==> config.mk <==
export PLATFORM = sky130hd
export DESIGN_NAME = radio_rx_host_port
export DESIGN_NICKNAME = d
export VERILOG_FILES = /design/src/radio_rx_host_port.v /design/src/sync2.v
export VERILOG_INCLUDE_DIRS = /design/src
export SDC_FILE = /design/constraint.sdc
export NUM_CORES = 1
export LEC_CHECK = 0
export BUFFER_PORTS_ARGS = -buffer_cell sky130_fd_sc_hd__buf_2
export CORE_ASPECT_RATIO = 2
export CORE_MARGIN = 3
export CORE_UTILIZATION = 35
export DETAILED_ROUTE_END_ITERATION = 10
export HOLD_SLACK_MARGIN = 0.02
export PLACE_DENSITY = 0.59
export SLEW_MARGIN = 20
export SYNTH_ARGS = -nofsm -noshare
export SYNTH_HDL_FRONTEND = slang
export SYNTH_SLANG_ARGS = --single-unit
==> constraint.sdc <==
create_clock -name clk_i -period 11.6 [get_ports clk_i]
set_clock_uncertainty 0.05 [all_clocks]
set_input_delay 0.58 -clock clk_i [delete_from_list [all_inputs] [get_ports clk_i]]
set_output_delay 0.58 -clock clk_i [all_outputs]
set_load 0.01 [all_outputs]
==> src/radio_rx_host_consts.vh <==
`ifndef RADIO_RX_HOST_CONSTS_VH
`define RADIO_RX_HOST_CONSTS_VH

// ============================================================
// Register addresses, seven bits as sent after the direction bit.
`define ADDR_IRQ_STATUS_1 7'h03
`define ADDR_IRQ_STATUS_2 7'h04
`define ADDR_IRQ_ENABLE_1 7'h05
`define ADDR_IRQ_ENABLE_2 7'h06
`define ADDR_GPIO_CFG_0 7'h0b
`define ADDR_GPIO_CFG_1 7'h0c
`define ADDR_GPIO_CFG_2 7'h0d
`define ADDR_BAND_SELECT 7'h75
`define ADDR_CARRIER_FREQ_HIGH 7'h76
`define ADDR_CARRIER_FREQ_LOW 7'h77
`define ADDR_HOP_CHANNEL 7'h79
`define ADDR_HOP_STEP 7'h7a
`define ADDR_RX_QUEUE_CONTROL 7'h7e
`define ADDR_QUEUE_DATA_PORT 7'h7f

// ============================================================
// Reset values.
`define RST_BAND_SELECT 8'h75
`define RST_CARRIER_FREQ_HIGH 8'hbb
`define RST_CARRIER_FREQ_LOW 8'h80
`define RST_HOP_CHANNEL 8'h00
`define RST_HOP_STEP 8'h00
`define RST_RX_QUEUE_CONTROL 8'h37
`define RST_IRQ_ENABLE 8'h00
`define RST_GPIO_CFG 8'h00

// ============================================================
// Field positions.
`define BAND_SIDE_BIT 6
`define BAND_HIGH_BIT 5
`define BAND_FIELD_MSB 4
`define RXQ_THR_MSB 5
`define GPIO_FUNC_MSB 4
`define SPI_WRITE_BIT 7
`define IRQ_ALMOST_FULL_BIT 12

`endif

==> src/radio_rx_host_port.v <==
// Behaviour
// - Serial input bits are taken on rising serial clock edges.
// - Host frames each access with low chip select; port answers only while selected.
// - Chip select held over several bytes gives a burst read or write.
// - Read accesses shift register contents out on the serial output.
// - Interrupt output goes low while any enabled interrupt event is pending.
// - Shutdown high loads power-on defaults into all registers and empties the queue; they hold them after release.
// - Three general purpose pins take their function from 0x0B to 0x0D.
// - Carrier value is sixteen bits: high byte 0x76, low byte 0x77.
// - Hop step is an eight-bit read/write register at 0x7A, reset 0x00.
// - Receive queue control at 0x7E holds a six-bit almost-full threshold.
// - Queue data port at 0x7F moves queue bytes.
`include "radio_rx_host_consts.vh"

module radio_rx_host_port #(
	parameter DEPTH = 64,
	parameter AW = 6,
	parameter NFUNC = 32
) (
	// Clock and reset.
	input wire clk_i,
	input wire rst_n_i,
	// Four-line serial bus.
	input wire sclk_i,
	input wire chip_select_n_i,
	input wire serial_in_i,
	output reg serial_out_o,
	output reg serial_out_oe_n_o,
	// Shutdown and interrupt pins.
	input wire shutdown_in_i,
	output reg irq_out_n_o,
	// Interrupt events from the radio core, one-cycle pulses.
	input wire [15:0] irq_event_i,
	// General purpose pins and their candidate sources.
	input wire [NFUNC-1:0] gpio_src_i,
	output reg [2:0] gpio_o,
	// Received bytes from the demodulator.
	input wire [7:0] rx_data_i,
	input wire rx_valid_i,
	output reg rx_ready_o,
	output reg almost_full_o,
	// Frequency settings toward the synthesiser.
	output reg side_band_o,
	output reg high_band_o,
	output reg [4:0] band_field_o,
	output reg [15:0] carrier_value_o,
	output reg [7:0] hop_channel_o,
	output reg [7:0] hop_step_o
);

// ============================================================
// Pin synchronisation and edge detection.
wire [3:0] pins_s;
wire off_s = pins_s[3];
wire sclk_s = pins_s[2];
wire cs_n_s = pins_s[1];
wire sdi_s = pins_s[0];
reg sclk_d_r;
sync2 #(.WIDTH(4), .RST_VAL(4'b0010)) u_sync (
	.clk_i(clk_i),
	.rst_n_i(rst_n_i),
	.d_i({shutdown_in_i, sclk_i, chip_select_n_i, serial_in_i}),
	.q_o(pins_s)
);
// Edges count only inside a frame, so stray clocks while deselected do nothing.
wire sclk_rise = sclk_s & ~sclk_d_r & ~cs_n_s & ~off_s;
wire sclk_fall = ~sclk_s & sclk_d_r & ~cs_n_s & ~off_s;
// ============================================================
// Serial engine state.
reg [6:0] shift_r;
reg [2:0] bit_cnt_r;
reg first_r;
reg write_r;
reg [6:0] addr_r;
reg [7:0] tx_r;
wire [7:0] byte_in = {shift_r, sdi_s};
wire byte_done = sclk_rise & (bit_cnt_r == 3'd7);
wire [6:0] acc_addr = first_r ? byte_in[6:0] : addr_r;
wire rd_fire = byte_done & (first_r ? ~byte_in[`SPI_WRITE_BIT] : ~write_r);
wire wr_fire = byte_done & ~first_r & write_r;
// The data port holds its address in a burst so the host can drain the queue in one frame.
wire [6:0] addr_next = (acc_addr == `ADDR_QUEUE_DATA_PORT) ? acc_addr : acc_addr + 7'd1;

// ============================================================
// Register storage.
reg [7:0] band_r, freq_hi_r, freq_lo_r, hop_ch_r, hop_step_r, rxq_ctrl_r;
reg [15:0] irq_status_r;
reg [15:0] irq_enable_r;
reg [7:0] gpio_cfg_r [0:2];
reg [7:0] mem_r [0:DEPTH-1];
reg [AW-1:0] wr_ptr_r, rd_ptr_r;
reg [AW:0] count_r;
reg [7:0] rd_data;
integer i;
integer k;
wire pop = rd_fire & (acc_addr == `ADDR_QUEUE_DATA_PORT) & (count_r != {(AW+1){1'b0}});
wire push = rx_valid_i & rx_ready_o;
wire [AW:0] count_nxt = count_r + {{AW{1'b0}}, push} - {{AW{1'b0}}, pop};
wire af_nxt = count_nxt >= {1'b0, rxq_ctrl_r[`RXQ_THR_MSB:0]};
wire [15:0] irq_set = irq_event_i | ({15'h0000, af_nxt & ~almost_full_o} << `IRQ_ALMOST_FULL_BIT);
wire [15:0] irq_clr = {{8{rd_fire & (acc_addr == `ADDR_IRQ_STATUS_1)}}, {8{rd_fire & (acc_addr == `ADDR_IRQ_STATUS_2)}}};
// Read mux; unmapped addresses answer zero.
always @*
begin
	case (acc_addr)
		`ADDR_IRQ_STATUS_1: rd_data = irq_status_r[15:8];
		`ADDR_IRQ_STATUS_2: rd_data = irq_status_r[7:0];
		`ADDR_IRQ_ENABLE_1: rd_data = irq_enable_r[15:8];
		`ADDR_IRQ_ENABLE_2: rd_data = irq_enable_r[7:0];
		`ADDR_GPIO_CFG_0: rd_data = gpio_cfg_r[0];
		`ADDR_GPIO_CFG_1: rd_data = gpio_cfg_r[1];
		`ADDR_GPIO_CFG_2: rd_data = gpio_cfg_r[2];
		`ADDR_BAND_SELECT: rd_data = {1'b0, band_r[6:0]};
		`ADDR_CARRIER_FREQ_HIGH: rd_data = freq_hi_r;
		`ADDR_CARRIER_FREQ_LOW: rd_data = freq_lo_r;
		`ADDR_HOP_CHANNEL: rd_data = hop_ch_r;
		`ADDR_HOP_STEP: rd_data = hop_step_r;
		`ADDR_RX_QUEUE_CONTROL: rd_data = {2'b00, rxq_ctrl_r[5:0]};
		`ADDR_QUEUE_DATA_PORT: rd_data = (count_r != {(AW+1){1'b0}}) ? mem_r[rd_ptr_r] : 8'h00;
		default: rd_data = 8'h00;
	endcase
end
// ============================================================
// Serial engine: shifts in on rising edges, updates the output on falling edges.
always @(posedge clk_i or negedge rst_n_i)
begin
	if (!rst_n_i)
	begin
		sclk_d_r <= 1'b0;
		shift_r <= 7'h00;
		bit_cnt_r <= 3'd0;
		first_r <= 1'b1;
		write_r <= 1'b0;
		addr_r <= 7'h00;
		tx_r <= 8'h00;
		serial_out_o <= 1'b0;
		serial_out_oe_n_o <= 1'b1;
	end
	else if (off_s || cs_n_s)
	begin
		// Deselect ends the frame at once; a half byte is dropped.
		sclk_d_r <= sclk_s;
		bit_cnt_r <= 3'd0;
		first_r <= 1'b1;
		serial_out_oe_n_o <= 1'b1;
		if (off_s)
		begin
			shift_r <= 7'h00;
			write_r <= 1'b0;
			addr_r <= 7'h00;
			tx_r <= 8'h00;
			serial_out_o <= 1'b0;
		end
	end
	else
	begin
		sclk_d_r <= sclk_s;
		serial_out_oe_n_o <= 1'b0;
		if (sclk_rise)
		begin
			shift_r <= byte_in[6:0];
			bit_cnt_r <= bit_cnt_r + 3'd1;
		end
		if (byte_done)
		begin
			first_r <= 1'b0;
			addr_r <= (first_r && byte_in[`SPI_WRITE_BIT]) ? byte_in[6:0] : addr_next;
			if (first_r)
				write_r <= byte_in[`SPI_WRITE_BIT];
			if (rd_fire)
				tx_r <= rd_data;
		end
		if (sclk_fall)
			serial_out_o <= tx_r[3'd7 - bit_cnt_r];
	end
end

// ============================================================
// Configuration registers; shutdown returns every one to its default.
always @(posedge clk_i or negedge rst_n_i)
begin
	if (!rst_n_i)
	begin
		band_r <= `RST_BAND_SELECT;
		freq_hi_r <= `RST_CARRIER_FREQ_HIGH;
		freq_lo_r <= `RST_CARRIER_FREQ_LOW;
		hop_ch_r <= `RST_HOP_CHANNEL;
		hop_step_r <= `RST_HOP_STEP;
		rxq_ctrl_r <= `RST_RX_QUEUE_CONTROL;
		irq_enable_r <= {`RST_IRQ_ENABLE, `RST_IRQ_ENABLE};
		for (i = 0; i < 3; i = i + 1)
			gpio_cfg_r[i] <= `RST_GPIO_CFG;
	end
	else if (off_s)
	begin
		band_r <= `RST_BAND_SELECT;
		freq_hi_r <= `RST_CARRIER_FREQ_HIGH;
		freq_lo_r <= `RST_CARRIER_FREQ_LOW;
		hop_ch_r <= `RST_HOP_CHANNEL;
		hop_step_r <= `RST_HOP_STEP;
		rxq_ctrl_r <= `RST_RX_QUEUE_CONTROL;
		irq_enable_r <= {`RST_IRQ_ENABLE, `RST_IRQ_ENABLE};
		for (i = 0; i < 3; i = i + 1)
			gpio_cfg_r[i] <= `RST_GPIO_CFG;
	end
	else if (wr_fire)
	begin
		// Writes to the data port and to reserved addresses fall through unused.
		case (addr_r)
			`ADDR_IRQ_ENABLE_1: irq_enable_r[15:8] <= byte_in;
			`ADDR_IRQ_ENABLE_2: irq_enable_r[7:0] <= byte_in;
			`ADDR_GPIO_CFG_0: gpio_cfg_r[0] <= byte_in;
			`ADDR_GPIO_CFG_1: gpio_cfg_r[1] <= byte_in;
			`ADDR_GPIO_CFG_2: gpio_cfg_r[2] <= byte_in;
			`ADDR_BAND_SELECT: band_r <= {1'b0, byte_in[6:0]};
			`ADDR_CARRIER_FREQ_HIGH: freq_hi_r <= byte_in;
			`ADDR_CARRIER_FREQ_LOW: freq_lo_r <= byte_in;
			`ADDR_HOP_CHANNEL: hop_ch_r <= byte_in;
			`ADDR_HOP_STEP: hop_step_r <= byte_in;
			`ADDR_RX_QUEUE_CONTROL: rxq_ctrl_r <= {2'b00, byte_in[5:0]};
			default: band_r <= band_r;
		endcase
	end
end

// ============================================================
// Receive queue, status flags and pin outputs.
always @(posedge clk_i or negedge rst_n_i)
begin
	if (!rst_n_i)
	begin
		wr_ptr_r <= {AW{1'b0}};
		rd_ptr_r <= {AW{1'b0}};
		count_r <= {(AW+1){1'b0}};
		rx_ready_o <= 1'b0;
		almost_full_o <= 1'b0;
		irq_status_r <= 16'h0000;
		irq_out_n_o <= 1'b1;
		gpio_o <= 3'b000;
		side_band_o <= 1'b0;
		high_band_o <= 1'b0;
		band_field_o <= 5'h00;
		carrier_value_o <= 16'h0000;
		hop_channel_o <= 8'h00;
		hop_step_o <= 8'h00;
	end
	else if (off_s)
	begin
		// Queue contents are lost in shutdown, like every register.
		wr_ptr_r <= {AW{1'b0}};
		rd_ptr_r <= {AW{1'b0}};
		count_r <= {(AW+1){1'b0}};
		rx_ready_o <= 1'b0;
		almost_full_o <= 1'b0;
		irq_status_r <= 16'h0000;
		irq_out_n_o <= 1'b1;
		gpio_o <= 3'b000;
		side_band_o <= band_r[`BAND_SIDE_BIT];
		high_band_o <= band_r[`BAND_HIGH_BIT];
		band_field_o <= band_r[`BAND_FIELD_MSB:0];
		carrier_value_o <= {freq_hi_r, freq_lo_r};
		hop_channel_o <= hop_ch_r;
		hop_step_o <= hop_step_r;
	end
	else
	begin
		if (push)
		begin
			mem_r[wr_ptr_r] <= rx_data_i;
			wr_ptr_r <= wr_ptr_r + {{(AW-1){1'b0}}, 1'b1};
		end
		if (pop)
			rd_ptr_r <= rd_ptr_r + {{(AW-1){1'b0}}, 1'b1};
		count_r <= count_nxt;
		rx_ready_o <= count_nxt < DEPTH[AW:0];
		almost_full_o <= af_nxt;
		// A new event beats the clear-on-read in the same cycle.
		irq_status_r <= (irq_status_r & ~irq_clr) | irq_set;
		irq_out_n_o <= ~|(irq_status_r & irq_enable_r);
		for (k = 0; k < 3; k = k + 1)
			gpio_o[k] <= gpio_src_i[gpio_cfg_r[k][`GPIO_FUNC_MSB:0]];
		// Frequency outputs follow their registers; the reset branch stays alone at the top for synthesis.
		side_band_o <= band_r[`BAND_SIDE_BIT];
		high_band_o <= band_r[`BAND_HIGH_BIT];
		band_field_o <= band_r[`BAND_FIELD_MSB:0];
		carrier_value_o <= {freq_hi_r, freq_lo_r};
		hop_channel_o <= hop_ch_r;
		hop_step_o <= hop_step_r;
	end
end

endmodule // radio_rx_host_port

==> src/sync2.v <==
// ============================================================
// Two-stage synchroniser for levels from outside the clock domain.
module sync2 #(
	parameter WIDTH = 1,
	parameter [WIDTH-1:0] RST_VAL = {WIDTH{1'b0}}
) (
	// Clock and reset.
	input wire clk_i,
	input wire rst_n_i,
	// Asynchronous levels in, synchronised levels out.
	input wire [WIDTH-1:0] d_i,
	output reg [WIDTH-1:0] q_o
);

reg [WIDTH-1:0] meta_r;

// The first stage feeds only the second stage, so no logic sees a metastable value.
always @(posedge clk_i or negedge rst_n_i)
begin
	if (!rst_n_i)
	begin
		meta_r <= RST_VAL;
		q_o <= RST_VAL;
	end
	else
	begin
		meta_r <= d_i;
		q_o <= meta_r;
	end
end

endmodule // sync2

==> results.py <==
metrics = {
    "sta": {
        "fmax_mhz": 190.2,
        "tns_ns": 0,
        "post-route-period-util": 0.4533,
        "slew-limit-headroom": 0.1904,
        "setup_viol": 0,
        "hold_viol": 0,
        "tightestPinTransition_ns": 1.210,
        "layout_min_cycle_time_ns": 5.258,
        "grt_setup_unrepaired": "false",
        "setup_slack_ns": 6.342,
        "slew_viol_final": 0,
    },
    "synth": {
        "yosysUniqueCellTypes": 70,
        "synth_edf_count": 512,
        "syn-cell-area_um2": 29770,
        "synth_seq_cells": 715,
        "ys_async_sr_fraction": 0.2839,
        "syn_area_per_cell_um2": 15.90,
        "synth.yosys.seq_area_share": 0.6880,
        "syn_inst": 1872,
        "synth_area_leaders": "edfxtp_1 52%, dfrtp_1 15%, mux4_2 7.6%, mux2i_1 4.8%, dfstp_2 1.9%",
        "yosysTopAreaCellShare": 0.5164,
        "synth_fp_nets": 1959,
        "ys.flop_type": "edfxtp_1",
        "yosys_warnings": 0,
        "yosysTopAreaCell": "edfxtp_1",
    },
    "placed_design": {
        "port_buffers": 109,
        "place_ws_ns": 6.366,
        "place.gp.congestion": 0.9461,
        "post_dp_cell_area_um2": 31410,
        "place_hpwl_mm": 59.19,
    },
    "cts": {
        "cts_buffers": 60,
        "cts_tree": "built",
        "clkTransAtPathRegs_ns": 0.07,
        "clockBufferDepth": 3,
        "clk_latency_ns": 0.67,
        "clockRootBuffer": "clkbuf_16",
        "cts_max_level": 2,
        "clock_sinks": 715,
    },
    "floorplanning": {
        "num_rows": 150,
        "chipWidth_um": 212.2,
        "boundaryPins": 110,
        "die_h_um": 418.5,
        "die-area_um2": 88810,
        "start_util": 0.3549,
        "core-area_um2": 83890,
    },
    "worst_setup_path": {
        "worstPathRequired_ns": 12.03,
        "worst_setup_path_start_kind": "register",
        "r2r-end": "almost_full_o",
        "crit_start": "first_r",
        "cp_cell_sequence": "mux2i_1, inv_1, ha_1, nand4_1, a22oi_1, buf_4, and3_1, ha_1, inv_1, ha_1, inv_1, fa_1, nand2b_1, a21oi_1, o21a_1, nor2_1, ha_1, o21ai_0, o21a_1, a21oi_1",
        "end_kind": "register",
        "crit_path_frequent_cell": "ha_1",
        "reg2reg_from": "first_r",
        "r2r_cells": 20,
        "arrival_ns": 5.69,
        "path_class": "register to register",
        "cp_max_fo": 36,
        "slowest_delay_ns": 0.92,
        "rrSetupSlack_ns": 6.34,
        "cp_slowest_cell": "dfstp_2",
    },
    "global_route": {
        "grt_pass1_wl_mm": 123.2,
        "gr-total-overflow": 0,
        "grt_max_degree": 86,
        "antenna_found_initial": 0,
        "grt_pass1_vias": 18029,
        "globalRouteTotalUtil": 0.1910,
    },
    "routing": {
        "totalWireLength_mm": 85.16,
        "wire_per_inst_um": 27.66,
        "drt_iter0_markers": 1484,
        "routed_via_density": 5.636,
        "firstDrtPassIters": 5,
        "drc": 0,
        "vias": 17352,
        "ant_nets": 0,
    },
    "final_layout": {
        "num-fill-cells": 7606,
        "stdcell_area_um2": 33550,
        "mostFrequentLayoutCell": "edfxtp_1",
        "nNetsFinal": 2051,
        "areaGrowthSynthToFinish_pct": 12.69,
        "antenna_cells": 0,
        "final_layout_size_suffix_gt1_frac": 0.2169,
        "most-common-layout-cells": "512 x edfxtp_1, 177 x dfrtp_1, 142 x mux2i_1, 135 x nor2_1, 107 x buf_2",
    },
    "power_and_ir_drop": {
        "pwr_density_cell_nw_per_um2": 154.1,
        "power_leakage_nw": 11.22,
        "power_w": 0.005170,
        "ir_drop_mv": 0.1218,
    },
    "worst_hold_path": {
        "hold_class": "input port to register",
        "hold_end": "irq_status_r[11]",
        "holdPathStages": 3,
        "min_from": "irq_event_i[11]",
    },
    "run_status": {
        "status": "completed",
    },
    "flow_run": {
        "drv_cap": 0,
    },
}
-- layout make-up --
type	instances	area (um^2)	share of cell area
clock buffer	67	1528	0.04554
clock inverter	46	555.5	0.01656
inverter	32	120.1	0.003580
multi-input combinational	1013	8705	0.2595
sequential	715	20490	0.6108
tap	1064	1331	0.03968
timing repair buffer	142	818.3	0.02439
-- stage by stage --
step,instances,util,hold WS (ns)
global placement,2960,0.3743,0.2902
detailed placement,2960,0.3744,0.2896
CTS,3078,0.3998,0.05799
global route,3079,0.3999,0.09680
floorplan,1872,-,0.2344
finish,3079,0.3999,0.09512
-- flip-flops by register name (all words and copies together), names as in the netlist, 16 cells and up --
register and cells:
irq_enable_r 16, irq_status_r 16, gpio_cfg_r 24, mem_r 512, carrier_value_o 16
-- per-layer routing --
layer / vias up / GRT usage / routed length (um)
li1: 7518 / - / -
met1: 8902 / 0.1973 / 28320
met2: 694 / 0.3560 / 45910
met3: 238 / 0.02586 / 4291
met4: 0 / 0.1242 / 6634
met5: - / 0 / 0
-- worst max path at each step --
stage	to	slack [ns]
after floorplan	irq_status_r[12]	6.94
after global placement	almost_full_o	6.52
after detailed placement	almost_full_o	6.37
after CTS	almost_full_o	6.35
after global routing	almost_full_o	6.00
final	almost_full_o	6.34
-- cells in the mapped netlist (7+ instances only) --
master	count
clkbuf_1	75
nand4_1	18
o221ai_1	17
nand2_1	102
o22ai_1	18
a22oi_1	70
ha_1	23
mux2i_1	142
dfrtp_1	181
buf_1	11
xor2_1	11
edfxtp_1	512
o21ai_0	73
nand3_1	19
nor3_1	12
a211oi_1	18
a221oi_1	33
buf_2	20
inv_1	31
nor2_1	135
dfstp_2	22
xnor2_1	7
mux2_2	48
mux4_2	100
nor2b_1	12
a21oi_1	47
and2_1	8
-- timing repair --
| action | CTS | global route |
|---|---|---|
| endpoints found under the hold margin | 74 | 0 |
| resized for setup | 0 | 0 |
| hold buffers | 5 | 0 |
| buffers inserted | 0 | 0 |
-- worst max-delay path, delay by kind of cell (launching register included) --
family	cells	cell delay, ns
AOI/OAI and AO/OA	6	1.10
adders and majority gates	5	1.43
buffers and inverters	4	0.54
DFF	1	0.92
muxes	1	0.28
and+or+nand+nor	4	0.75
-- kinds of logic (layout without fill, tap and decap cells) --
logic type,count (synthesis),after routing,synth area share
compound gates,330,330,0.07951
xor+xnor,18,18,0.005295
fa+ha+maj,24,24,0.01034
buf+inv,144,287,0.02005
flops,715,715,0.6880
mux,294,294,0.1431
simple gates,347,347,0.05379
-- power breakdown --
part	switching (W)	internal [W]	total (W)
Combinational	0.000155	0.0000857	0.000241
Sequential	0.0000288	0.00277	0.00279
Clock	0.000971	0.00116	0.00213
Note: power is estimated with default switching activity, not from simulation.
